--- src/shared/dactg_regs.vh ---
// register offsets, field positions and reset values for the tx gate and misc control bank
`ifndef DACTG_REGS_VH
`define DACTG_REGS_VH
`define DACTG_ADDR_PAGE        12'h008
`define DACTG_ADDR_PWR_LOW     12'h58B
`define DACTG_ADDR_PWR_HIGH    12'h58C
`define DACTG_ADDR_TXSM        12'h58D
`define DACTG_ADDR_BLANK       12'h596
`define DACTG_ADDR_IRQ_LOW     12'h597
`define DACTG_ADDR_IRQ_HIGH    12'h598
`define DACTG_ADDR_FLUSH       12'h599
`define DACTG_ADDR_BOOT        12'h705
`define DACTG_ADDR_PLLPD0      12'h790
`define DACTG_BIT_SOFT_OVR     2
`define DACTG_BIT_SOFT_VAL     3
`define DACTG_RSVD_TXSM        7'h01
`define DACTG_RST_BLANK        2'h0
`define DACTG_RST_IRQ          9'h000
`define DACTG_RST_FLUSH        1'h1
`define DACTG_RST_PLLPD0       8'h00
`define DACTG_RST_PAGE         2'h1
`define DACTG_SAMPLE_MSBS      6
`define DACTG_PA_DIV_INTERP    9'h008
`define DACTG_PA_DIV_PLAIN     9'h020
`endif

--- src/dactg_ctrl_regs.v ---
// tx gate, link protection irq enables, flush, boot loader and pll power-down registers
`timescale 1ns/1ps
`default_nettype none
`include "dactg_regs.vh"
module dactg_ctrl_regs (
  input  wire        i_sys_clk,        // register clock, 125 mhz
  input  wire        i_rstn,           // async reset, active low
  input  wire        i_wr,             // write strobe, one cycle
  input  wire        i_rd,             // read strobe, one cycle
  input  wire [11:0] i_addr,           // register address
  input  wire [7:0]  i_wdata,          // write data
  output reg  [7:0]  o_rdata,          // read data, valid cycle after i_rd
  input  wire [5:0]  i_samp_i_0,       // path 0 in-phase sample msbs
  input  wire [5:0]  i_samp_q_0,       // path 0 quadrature sample msbs
  input  wire [5:0]  i_samp_i_1,       // path 1 in-phase sample msbs
  input  wire [5:0]  i_samp_q_1,       // path 1 quadrature sample msbs
  input  wire [1:0]  i_tx_gate_input,  // external tx enable per path
  output reg  [1:0]  o_tx_gate_status, // resolved tx gate per path
  output reg  [1:0]  o_tx_gate_fsm_enable, // fsm enable per path
  output reg  [1:0]  o_flush_enable,   // datapath flush enable per path
  input  wire [8:0]  i_link_event,     // link protection event pulses
  output reg         o_link_irq,       // link protection interrupt
  output reg         o_boot_loader_start, // boot loader running level
  input  wire        i_boot_done,      // loader finished or failed pulse
  output reg  [7:0]  o_pll_powerdown,  // pll power-down bits
  input  wire        i_chan_interp_gt1, // channel interpolation above one
  input  wire [3:0]  i_main_interp,    // main interpolation factor
  output reg  [8:0]  o_pa_clk_div      // protection clock divide, dac clocks
);

  // squared magnitude of two six-bit signed samples
  // only the sample msbs reach this block, which keeps each
  // multiplier at six by six bits; the discarded lsbs are the price
  // largest square is 1024, so twelve bits per term cannot overflow
  function [12:0] pwr_calc;
    input [5:0] si;
    input [5:0] sq;
    reg signed [11:0] pi;
    reg signed [11:0] pq;
    begin
      pi = $signed(si) * $signed(si);
      pq = $signed(sq) * $signed(sq);
      pwr_calc = {1'b0, pi[11:0]} + {1'b0, pq[11:0]};
    end
  endfunction

  // control state; paged fields keep one bit per main path
  reg  [1:0]  main_path_page_select; // bit per path, both may be set
  reg  [12:0] average_power_short [0:1]; // per-path power result
  reg  [1:0]  tx_gate_fsm_enable;    // per path
  reg  [1:0]  soft_tx_gate_override; // per path
  reg  [1:0]  soft_tx_gate_value;    // per path
  reg  [1:0]  flush_en;              // per path
  reg  [8:0]  link_protect_irq_mask; // shared, not paged
  reg         boot_loader_start;     // self clearing
  reg  [7:0]  pll_pd;                // pll power-down bits
  reg  [7:0]  next_rdata;            // read mux result
  wire        rd_sel;                // path shown on paged reads
  wire [8:0]  pa_div_scaled;         // 8 times main interpolation
  integer     p;                     // paged write loop index

  // lowest selected page answers reads; none selected reads path 0
  // with both pages selected a read cannot show two values, so path 0 wins
  assign rd_sel = (main_path_page_select == 2'h2) ? 1'b1 : 1'b0;

  // nine-bit product; the largest factor of 15 gives 120, well in range
  assign pa_div_scaled = `DACTG_PA_DIV_INTERP * {5'h00, i_main_interp};

  // power detect from six msbs per path
  // refreshed every cycle, so a read shows the previous cycle's samples
  // the two halves come from separate reads and may straddle an update
  // reset clears both, so the readback starts at zero
  always @(posedge i_sys_clk or negedge i_rstn) begin
    if (!i_rstn) begin
      average_power_short[0] <= 13'h0000;
      average_power_short[1] <= 13'h0000;
    end else begin
      average_power_short[0] <= pwr_calc(i_samp_i_0, i_samp_q_0);
      average_power_short[1] <= pwr_calc(i_samp_i_1, i_samp_q_1);
    end
  end

  // register writes; paged fields update each selected path
  // a new page select applies from the access after its own write
  // shared registers ignore the page, so either path may reach them
  // writes to the power readback fall through to the default and are lost
  always @(posedge i_sys_clk or negedge i_rstn) begin
    if (!i_rstn) begin
      main_path_page_select <= `DACTG_RST_PAGE;
      tx_gate_fsm_enable    <= 2'h0;
      soft_tx_gate_override <= `DACTG_RST_BLANK;
      soft_tx_gate_value    <= `DACTG_RST_BLANK;
      flush_en              <= {2{`DACTG_RST_FLUSH}};
      link_protect_irq_mask <= `DACTG_RST_IRQ;
      boot_loader_start     <= 1'b0;
      pll_pd                <= `DACTG_RST_PLLPD0;
    end else begin
      // loader completion clears the start bit; a same-cycle write of one restarts it
      // the write case below comes later in the block, so it has the last word
      // writing zero never stops a running loader; only completion clears it
      if (i_boot_done) begin
        boot_loader_start <= 1'b0;
      end
      if (i_wr) begin
        case (i_addr)
          `DACTG_ADDR_PAGE: begin
            main_path_page_select <= i_wdata[1:0];
          end
          `DACTG_ADDR_IRQ_LOW: begin
            link_protect_irq_mask[7:0] <= i_wdata;
          end
          `DACTG_ADDR_IRQ_HIGH: begin
            link_protect_irq_mask[8] <= i_wdata[0];
          end
          `DACTG_ADDR_BOOT: begin
            if (i_wdata[0]) begin
              boot_loader_start <= 1'b1;
            end
          end
          `DACTG_ADDR_PLLPD0: begin
            pll_pd <= i_wdata;
          end
          default: begin
            // paged registers: write every selected path
            for (p = 0; p < 2; p = p + 1) begin
              if (main_path_page_select[p]) begin
                if (i_addr == `DACTG_ADDR_TXSM) begin
                  tx_gate_fsm_enable[p] <= i_wdata[0];
                end
                if (i_addr == `DACTG_ADDR_BLANK) begin
                  soft_tx_gate_override[p] <= i_wdata[`DACTG_BIT_SOFT_OVR];
                  soft_tx_gate_value[p]    <= i_wdata[`DACTG_BIT_SOFT_VAL];
                end
                if (i_addr == `DACTG_ADDR_FLUSH) begin
                  flush_en[p] <= i_wdata[0];
                end
              end
            end
          end
        endcase
      end
    end
  end

  // read mux; reserved bits read as stated, unmapped reads zero
  // combinational only; o_rdata is loaded on the read strobe alone,
  // so the last read value stays visible until the next read
  always @* begin
    next_rdata = 8'h00;
    case (i_addr)
      `DACTG_ADDR_PAGE:     next_rdata = {6'h00, main_path_page_select};
      `DACTG_ADDR_PWR_LOW:  next_rdata = average_power_short[rd_sel][7:0];
      `DACTG_ADDR_PWR_HIGH: next_rdata = {3'h0, average_power_short[rd_sel][12:8]};
      `DACTG_ADDR_TXSM:     next_rdata = {`DACTG_RSVD_TXSM,
                                          tx_gate_fsm_enable[rd_sel]};
      `DACTG_ADDR_BLANK:    next_rdata = {4'h0, soft_tx_gate_value[rd_sel],
                                          soft_tx_gate_override[rd_sel], 2'h0};
      `DACTG_ADDR_IRQ_LOW:  next_rdata = link_protect_irq_mask[7:0];
      `DACTG_ADDR_IRQ_HIGH: next_rdata = {7'h00, link_protect_irq_mask[8]};
      `DACTG_ADDR_FLUSH:    next_rdata = {7'h00, flush_en[rd_sel]};
      `DACTG_ADDR_BOOT:     next_rdata = {7'h00, boot_loader_start};
      `DACTG_ADDR_PLLPD0:   next_rdata = pll_pd;
      default:              next_rdata = 8'h00;
    endcase
  end

  // registered outputs
  // every control output is a flip-flop so the datapath never sees
  // decode glitches; the cost is one cycle between store and effect
  always @(posedge i_sys_clk or negedge i_rstn) begin
    if (!i_rstn) begin
      o_rdata              <= 8'h00;
      o_tx_gate_status     <= 2'h0;
      o_tx_gate_fsm_enable <= 2'h0;
      o_flush_enable       <= 2'h3;
      o_link_irq           <= 1'b0;
      o_boot_loader_start  <= 1'b0;
      o_pll_powerdown      <= 8'h00;
      o_pa_clk_div         <= `DACTG_PA_DIV_PLAIN;
    end else begin
      if (i_rd) begin
        o_rdata <= next_rdata;
      end
      // software value replaces the pin while overriding
      // the pin is used as is; it is taken to be synchronous to this clock
      // per path and bitwise, so each path can be overridden on its own
      o_tx_gate_status <= (soft_tx_gate_override & soft_tx_gate_value) |
                          (~soft_tx_gate_override & i_tx_gate_input);
      o_tx_gate_fsm_enable <= tx_gate_fsm_enable;
      o_flush_enable       <= flush_en;
      // interrupt is one-cycle per unmasked event
      // no sticky status: an event that arrives while masked is lost,
      // and whoever listens must catch the single-cycle pulse
      o_link_irq <= |(i_link_event & link_protect_irq_mask);
      o_boot_loader_start <= boot_loader_start;
      o_pll_powerdown     <= pll_pd;
      // protection clock period in dac clock periods
      // the interpolation level is taken as stable; a change shows next cycle
      if (i_chan_interp_gt1) begin
        o_pa_clk_div <= pa_div_scaled;
      end else begin
        o_pa_clk_div <= `DACTG_PA_DIV_PLAIN;
      end
    end
  end

endmodule
`default_nettype wire

--- config.mk ---
export PLATFORM = sky130hd
export DESIGN_NAME = dactg_ctrl_regs
export DESIGN_NICKNAME = d
export VERILOG_FILES = /design/src/dactg_ctrl_regs.v
export VERILOG_INCLUDE_DIRS = /design/src /design/src/shared
export SDC_FILE = /design/constraint.sdc
export NUM_CORES = 1
export LEC_CHECK = 0
export BUFFER_PORTS_ARGS = -buffer_cell sky130_fd_sc_hd__buf_2
export CAP_MARGIN = 25
export CORE_MARGIN = 2
export CORE_UTILIZATION = 42
export DETAILED_ROUTE_END_ITERATION = 6
export MAX_ROUTING_LAYER = met4
export PLACE_DENSITY = 0.71
export SLEW_MARGIN = 20
export SYNTH_ARGS = -nofsm -noshare
export SYNTH_HDL_FRONTEND = slang
export SYNTH_SLANG_ARGS = --single-unit
--- constraint.sdc ---
create_clock -name i_sys_clk -period 1.8 [get_ports i_sys_clk]
set_input_delay 0.18 -clock i_sys_clk [delete_from_list [all_inputs] [get_ports i_sys_clk]]
set_output_delay 0.18 -clock i_sys_clk [all_outputs]
set_load 0.005 [all_outputs]
# --- Word-level counts from Yosys, hierarchy flattened ---
# Index checks and enable logic that the tools add are counted.
word_totals:
  register_bits: 85
  wordCells: 79
  output_inout_bits: 33
classes:
  n_eq_ne: 11
  reduce_logical: 12
  muxes: 18
  mul: 4
  n_addsub: 2
  order_cmp: 2
  bitwise: 7
ops:
  columns: ["op", "count"]
  rows:
  - ["$eq A12 B11 Y1 const B", 9]
  - ["$pmux W8 S10", 1]
  - ["$mul A6 B6 Y12", 4]
  - ["$mux W13", 3]
  - ["$add A12 B12 Y13", 2]
  - ["$reduce_and A4 Y1", 6]
  - ["$mux W1", 13]
  - ["$eq A12 B4 Y1 const B", 1]
  - ["$and A9 B9 Y9", 1]
  - ["$reduce_or A9 Y1", 1]
  - ["$reduce_and A2 Y1", 4]
  - ["$mux W7", 1]
  - ["$reduce_or A5 Y1", 1]
  - ["$and A2 B2 Y2", 2]
  - ["$eq A2 B2 Y1 const B", 1]
  - ["$ge A2 B2 Y1 const B", 1]
  - ["$lt A1 B2 Y1 const B", 1]
  - ["$not A1 Y2", 1]
  - ["$not A2 Y2", 1]
  - ["$or A2 B2 Y2", 1]
  - ["$not A1 Y1", 1]

# --- Logic depth before layout (Yosys ltp) ---
# Gate-level depths: netlist of run 1.
depth:
  word_depth: 7
  depth_mapped: 22

# --- Worst setup path before layout of run 1 ---
# No wires, ideal clock.
synth_path:
  path_type: "in2reg"
  start: "input i_samp_i_1[5]"
  end: "register average_power_short[11] (netlist name)"
  n_path_buf: 0
  arrival_ns: 4.382
  required_time_ns: 1.731
  setup_slack_ns: -2.651
  stages: 22
  path_cell_list: "inv_1 > nor2_1 > xnor2_1 > ha_1 > inv_1 > fa_1 > inv_1 > fa_1 > inv_1 > fa_1 > inv_1 > ha_1 > a31oi_1 > o21ai_0 > a31oi_1 > xnor2_1 > ha_1 > inv_1 > or4_1 > o31ai_1 > a221oi_1 > nand3_1"
synth_between:
  elab_chain_cells: 2
synth_rtl:
  columns: ["element", "line", "text"]
  rows:
  - ["start, declared", "dactg_ctrl_regs.v:15", "input wire [5:0] i_samp_i_1,"]
  - ["$mul A6 B6 Y12", "dactg_ctrl_regs.v:41", "pi = $signed(si) * $signed(si);"]
  - ["$add A12 B12 Y13", "dactg_ctrl_regs.v:43", "pwr_calc = {1'b0, pi[11:0]} + {1'b0, pq[11:0]};"]
  - ["end, declared", "dactg_ctrl_regs.v:49", "reg [12:0] average_power_short [0:1];"]
# No other way between the ends.
# A chain may end at the register's enable or synchronous reset.

# --- Worst setup path after layout of run 1 ---
layout_path:
  start: "input i_samp_q_1[5]"
  end: "register average_power_short[11] (netlist name)"
layout_between:
  elab_chain_cells: 2
layout_rtl:
  columns: ["element", "line", "text"]
  rows:
  - ["start, declared", "dactg_ctrl_regs.v:16", "input wire [5:0] i_samp_q_1,"]
  - ["$mul A6 B6 Y12", "dactg_ctrl_regs.v:42", "pq = $signed(sq) * $signed(sq);"]
  - ["$add A12 B12 Y13", "dactg_ctrl_regs.v:43", null]
# No other way between the ends.

==> impl_results.md, run 1 <==
* Via count at 6966
* Avg Cell Area, Syn at 9.78 um^2
* Pwr per Cell Area at 2140 nW/um^2
* CP max stage delay at 0.54 ns
* DRT Pass-1 Iters at 4
* GR Layer Usage met2 at 0.340
* Final #Nets at 1375
* Post-synth cell types at 68
* Tcrit/Tclk final at 2.29
* N_diodes at 0
* Num Clock Sinks at 82
* Final period demand of the worst path at 4.13 ns
* P_int at 15400 uW
* Worst R2R Start: main_path_page_select[0]
* Std cell rows at 51
* Ports at 98
* Layout cell share with drive strength beyond 1 at 0.465
* Core ar. at 19500 um^2
* Vias/cell at 4.97
* Initial Utilization at 0.429
* Synth Cell Area at 8350 um^2
* GR peak layer: met2
* Clock root buffer: clkbuf_16
* Synth async-reset ratio at 1.00
* FF-to-FF path depth at 5
* RSZ-0062 raised after global routing: true
* Sink of the worst hold path: o_pa_clk_div[5]
* Synth Instances at 853
* Max-slew violations at 0
* Die ar. at 21000 um^2
* Clock buffer count from CTS at 9
* Worst-Skew Late Latency at 0.33 ns
* Average wire per standard cell at 15.2 um
* IO buf count at 92
* Worst-path clk slew at 0.06 ns
* Crit Path Max Fanout at 5
* Number of enable flip-flop cells after synthesis at 0
* GPL Wtd Cong at 0.857
* Switch Pwr at 11000 uW
* Hold path start: i_main_interp[2]
* Commonest non-fill, non-tap cells in the layout: buf_4, inv_1, dfrtp_1
* Finished layout cell area at 12300 um^2
* Place WS at -2.73 ns
* Initial antenna violation count at 0
* CP Capture Type: register
* First-pass GRT wire length at 33200 um
* Gr ovfl total at 0
* Leak Pwr at 0.00613 uW
* Hold Crit Class: primary input to register
* Synthesis-to-layout area growth at 47.4%
* Width of the chip at 145 um
* Fin worst setup slack at -2.33 ns
* Drt total wl at 21300 um
* R2R setup slack at 0.14 ns
* H-tree levels at 3
* Flops & latches, synth at 82
* CP required at 2.07 ns
* Sw frac at 0.417
* CP startpoint: i_samp_q_1[5]
* Placed Area at 10600 um^2
* Peak supply drop at 1.76 mV
* Status: finished, violations left
* Grt met3 use at 0.0233
* F_max at 242 MHz
* WHS Path Cells at 2
* Setup violations, final at 18
* Worst path arrival time at 4.40 ns
* Clock skew at 0.00425 ns
* Sequential Power Share at 0.090
* Prevailing post-synth register cell: dfrtp_1
* Worst-case clock buffer depth at 2
* Fin. Hold Viols at 0
* Die Y at 145 um
* Gr usage total at 0.195
* Worst r2r dst: o_rdata[0]
* Fillers at 1439
* Post-DRT Antenna Nets at 0
* Failing checks: setup timing
* WP buf/inv at 4
* Met1 Use GR at 0.245
* Clk network pwr share at 0.070
* Logic pwr share at 0.840
* Slowest CP cell: fa_1
* Initial DRC count at 230
* Seq/Total Area, Yosys at 0.247
* MaxCap Viol Count at 0
* CTS tree: yes
* # DRC at 0
* CP cell instances: buf_12, nand2_8, fa_1, fa_1, inv_2, fa_1, inv_2, fa_2, inv_2, ha_4, xor2_1, ha_1, nand3_1, o211ai_1, or4_4, a2111o_1, nand3_1
* Commonest non-fill, non-tap cell in the layout: buf_4
* Top delay family on crit path: adder cells
* CP startpoint kind: primary input
* Number of global-route vias before repair at 7119
* HPWL Detailed at 15300 um
* Type of the worst setup path: primary input to register
* Total power at 26300 uW
* Ys Warns at 0
* Largest net degree at the start of global routing at 52
==> state kept, by name, indices dropped and copies added (netlist names), 4 cells and up <==
name                   cells
pll_pd                     8
o_pll_powerdown            8
o_pa_clk_div               4
link_protect_irq_mask      9
average_power_short       26
o_rdata                    8
==> worst max path at each step <==
stage	cells past startpoint	to	slack, ns
final	17	average_power_short[11]	-2.33
after global routing	22	average_power_short[11]	-2.45
after CTS	17	average_power_short[11]	-2.32
after detailed placement	24	average_power_short[11]	-2.73
after global placement	20	average_power_short[11]	-2.67
after floorplan	17	average_power_short[11]	-2.38
==> power groups by stage <==
stage          Clock (uW)  Combinational, uW  Sequential (uW)
2_1_floorplan           0               9160             2360
5_1_grt              1950              23600             2380
6_report             1840              22100             2370
3_5_place_dp            0              14100             2390
3_3_place_gp            0              13900             2390
4_1_cts              1870              17900             2360
==> through the flow <==
stage | hold WS (ns) | util | TNS (ns) | cells
after global placement | 0.140 | 0.546 | -38.36 | 1347
after global routing | 0.0318 | 0.632 | -33.86 | 1403
after CTS | 0.0209 | 0.604 | -31.28 | 1390
after floorplan | -0.116 | - | -30.31 | 857
final | 0.0309 | 0.632 | -32.31 | 1403
after detailed placement | 0.137 | 0.546 | -39.14 | 1347
==> repair_timing <==
action,4_1_cts,5_1_grt
setup endpoints to repair,18,20
gates resized for setup,136,100
endpoints found under the hold margin,32,0
buffers inserted,28,19
gates cloned,0,0
hold buffers,2,0
pin swaps,79,99
==> final cells by class <==
class	count	area, um^2	area share
well taps	265	332	0.0269
clock inverters	5	52.6	0.00427
flip-flops and latches	82	2060	0.167
repair buffers	279	2220	0.181
multi-input cells	606	6760	0.550
clock buffers	11	253	0.0205
inverters	155	621	0.0504
==> layer usage <==
layer	vias to the layer above	part of all wire
li1	3360	-
met1	3403	0.43
met2	165	0.51
met3	38	0.034
met4	0	0.021
met5	-	0
==> worst register-to-register path, stage by stage, from the launching register on <==
cell	delay, ns
dfstp_2	0.64
nor2b_4	0.07
mux4_2	0.41
nand3b_1	0.12
o2111ai_1	0.13
a2bb2oi_1	0.16
==> Yosys cell counts (2+ instances only) <==
cell type | n | area [um^2]
a21o_1 | 15 | 113
a21oi_1 | 36 | 180
a221oi_1 | 5 | 43.8
a222oi_1 | 3 | 30.0
a22oi_1 | 3 | 22.5
a2bb2oi_1 | 3 | 26.3
a31o_2 | 3 | 26.3
a31oi_1 | 13 | 81.3
a41oi_1 | 2 | 17.5
and2_1 | 12 | 75.1
and4b_1 | 2 | 20.0
and4bb_4 | 2 | 32.5
buf_2 | 3 | 15.0
buf_4 | 6 | 45.0
buf_6 | 3 | 33.8
clkbuf_1 | 2 | 7.51
dfrtp_1 | 76 | 1900
dfstp_2 | 6 | 158
fa_1 | 75 | 1500
ha_1 | 102 | 1280
inv_1 | 155 | 582
mux2_1 | 5 | 56.3
mux2_2 | 24 | 270
mux2i_1 | 2 | 20.0
nand2_1 | 91 | 342
nand2_4 | 2 | 22.5
nand2b_1 | 4 | 25.0
nand3_1 | 14 | 70.1
nand3b_1 | 4 | 30.0
nand4_1 | 4 | 25.0
nor2_1 | 40 | 150
nor2b_1 | 11 | 68.8
nor3_1 | 5 | 25.0
nor4_1 | 2 | 12.5
o2111ai_1 | 2 | 17.5
o211ai_1 | 2 | 15.0
o21ai_0 | 12 | 60.1
o21bai_1 | 6 | 45.0
o41ai_1 | 2 | 17.5
xnor2_1 | 55 | 482
xor2_1 | 12 | 105
==> cells by family after synthesis <==
| group | share of synthesized area |
|---|---|
| other cells | 0.000449 |
| buf+inv | 0.0819 |
| simple gates | 0.127 |
| xor+xnor | 0.0703 |
| flops | 0.247 |
| fa+ha+maj | 0.333 |
| compound gates | 0.0964 |
| mux | 0.0442 |
Note: power is estimated with default switching activity, not from simulation.
==> run 2, diff against run 1 <==
- ABC_CLOCK_PERIOD_IN_PS: not set -> 1800
- BUFFER_PORTS_ARGS: -buffer_cell sky130_fd_sc_hd__buf_2 -> -buffer_cell sky130_fd_sc_hd__buf_4
==> run 2 against run 1 <==
Power down 6.0%. Critical path depth up 5. Clock power down 7%. The flow still finishes with violations (setup timing). Largest power group unchanged. Sequential power about the same. Sequential share of layout area down 0.096 points. Register-to-register slack about the same. Critical path type unchanged. Maximum frequency up 0.26%. Die area unchanged. Combinational power down 7%. Highest routed layer unchanged.
==> impl_results.md, run 2 (synthesis results as in run 1) <==
* Crit Path Max Fanout at 4
* HPWL Detailed at 15900 um
* Initial DRC count at 305
* Layout cell share with drive strength beyond 1 at 0.458
* Commonest non-fill, non-tap cell in the layout: buf_4
* Number of flip-flops in the largest register at 26
* RSZ-0062 raised after global routing: true
* First-pass GRT wire length at 34700 um
* Worst-case clock buffer depth at 2
* Placed cell count at 1355
* Gr usage total at 0.203
* Peak supply drop at 1.45 mV
* Top reg by flops: average_power_short
* Drt total wl at 21500 um
* Clk network pwr share at 0.069
* Seq. cell area at 2060 um^2
* CP required at 2.06 ns
* Type of the worst setup path: primary input to register
* Status: finished, violations left
* N_diodes at 0
* Switch Pwr at 10200 uW
* Num Clock Sinks at 82
* Worst r2r dst: o_rdata[2]
* Via count at 6960
* Fin. Hold Viols at 0
* Largest regs: average_power_short x26, link_protect_irq_mask x9
* Initial antenna violation count at 0
* R2R setup slack at 0.15 ns
* Die ar. at 21000 um^2
* Fillers at 1440
* Post-Layout Cell Count at 1393
* CP Capture Type: register
* Setup violations, final at 18
* GPL Wtd Cong at 0.853
* Synthesis-to-layout area growth at 48.3%
* CP startpoint: i_samp_q_0[5]
* Largest net degree at the start of global routing at 45
* F_max at 243 MHz
* CP endpoint: average_power_short[24]
* Fin worst setup slack at -2.32 ns
* Worst path arrival time at 4.37 ns
* Max-slew headroom at 0.613
* CTS tree: yes
* Ports at 98
* Setup TNS at -32.73 ns
* Final core utilization at 0.636
* Die Y at 145 um
* IO buf count at 92
* Clock skew at 0.00776 ns
* Width of the chip at 145 um
* P_int at 14500 uW
* Worst-Skew Late Latency at 0.34 ns
* # DRC at 0
* Post-DRT Antenna Nets at 0
* Clock buffer count from CTS at 9
* Worst-path clk slew at 0.06 ns
* FF-to-FF path depth at 6
* Clock root buffer: clkbuf_16
* Pwr per Cell Area at 2000 nW/um^2
* Failing checks: setup timing
* Place WS at -2.79 ns
* Final period demand of the worst path at 4.12 ns
* Commonest non-fill, non-tap cells in the layout: buf_4, inv_1, dfrtp_1
* Final #Nets at 1365
* Hold path start: i_chan_interp_gt1
* Average wire per standard cell at 15.4 um
* Max-slew violations at 0
* H-tree levels at 3
* Number of global-route vias before repair at 7296
* Multi-input gate area at 6820 um^2
* Vias/cell at 5.00
* Worst R2R Start: main_path_page_select[0]
* Std cell rows at 51
* Tcrit/Tclk final at 2.29
* MaxCap Viol Count at 0
* Sw frac at 0.414
* Initial Utilization at 0.429
* Gr ovfl total at 0
* Slew @ Worst Pin at 0.580 ns
* DRT Pass-1 Iters at 4
* Total power at 24700 uW
* Hold Crit Class: primary input to register
* Sequential Power Share at 0.096
* CP startpoint kind: primary input
* Leak Pwr at 0.00610 uW
* Core ar. at 19500 um^2
* WHS Path Cells at 2
* Logic pwr share at 0.835
-- run 2: timing repair --
action / 4_1_cts / 5_1_grt
setup buffers: 15 / 12
gates resized for setup: 129 / 76
endpoints found under the setup margin: 18 / 20
endpoints found under the hold margin: 36 / 0
cloned: 0 / 0
hold buffers: 1 / 0
pin swaps: 78 / 55
-- run 2: worst max-delay path, cell delays in order --
cell and delay, ns:
buf_12 0.10, clkinvlp_4 0.11, nor2_4 0.13, xnor2_2 0.06, ha_1 0.29, inv_1 0.07, fa_1 0.51, inv_2 0.05
fa_1 0.49, inv_2 0.04, fa_2 0.54, inv_2 0.06, ha_4 0.16, a21o_1 0.16, a21oi_2 0.23, buf_4 0.15
o21bai_1 0.07, a21oi_2 0.21, xnor2_2 0.17, ha_4 0.26, a21oi_2 0.18, xnor2_1 0.16
-- run 2: layout make-up --
cell class | instances | share of cell area
inverters | 155 | 0.0506
well taps | 265 | 0.0268
clock buffers | 12 | 0.0207
multi-input cells | 606 | 0.551
clock inverters | 4 | 0.00212
flip-flops and latches | 82 | 0.166
repair buffers | 269 | 0.183
-- run 2: worst min-delay path by stage --
stage | endpoint
after floorplan | average_power_short[0]
after global placement | o_pll_powerdown[1]
after detailed placement | o_pll_powerdown[1]
after CTS | o_pa_clk_div[5]
after global routing | o_pa_clk_div[5]
final | o_pa_clk_div[5]
-- run 2: routing by layer --
metal | vias up | GRT usage | share of wire | wire length [um]
met1 | 3424 | 0.258 | 0.44 | 9400
met4 | 0 | 0.0520 | 0.016 | 352
met2 | 157 | 0.344 | 0.51 | 10900
met5 | - | - | 0 | 0
li1 | 3344 | - | - | -
met3 | 35 | 0.0277 | 0.037 | 796
-- run 2: power by group through the flow --
stage / clock, uW / sequential [uW] / combinational, uW
after floorplan: 0 / 2360 / 9160
after global placement: 0 / 2390 / 13900
after CTS: 1730 / 2370 / 17200
final: 1720 / 2370 / 20600
after global routing: 1820 / 2390 / 22100
after detailed placement: 0 / 2390 / 14300
-- run 2: through the flow --
step | hold slack (ns) | area (um^2)
finish | 0.00191 | 12400
global route | 0.0159 | 12400
CTS | 0.00634 | 11900
detailed placement | 0.213 | 10900
global placement | 0.212 | 10900
floorplan | -0.116 | 8800
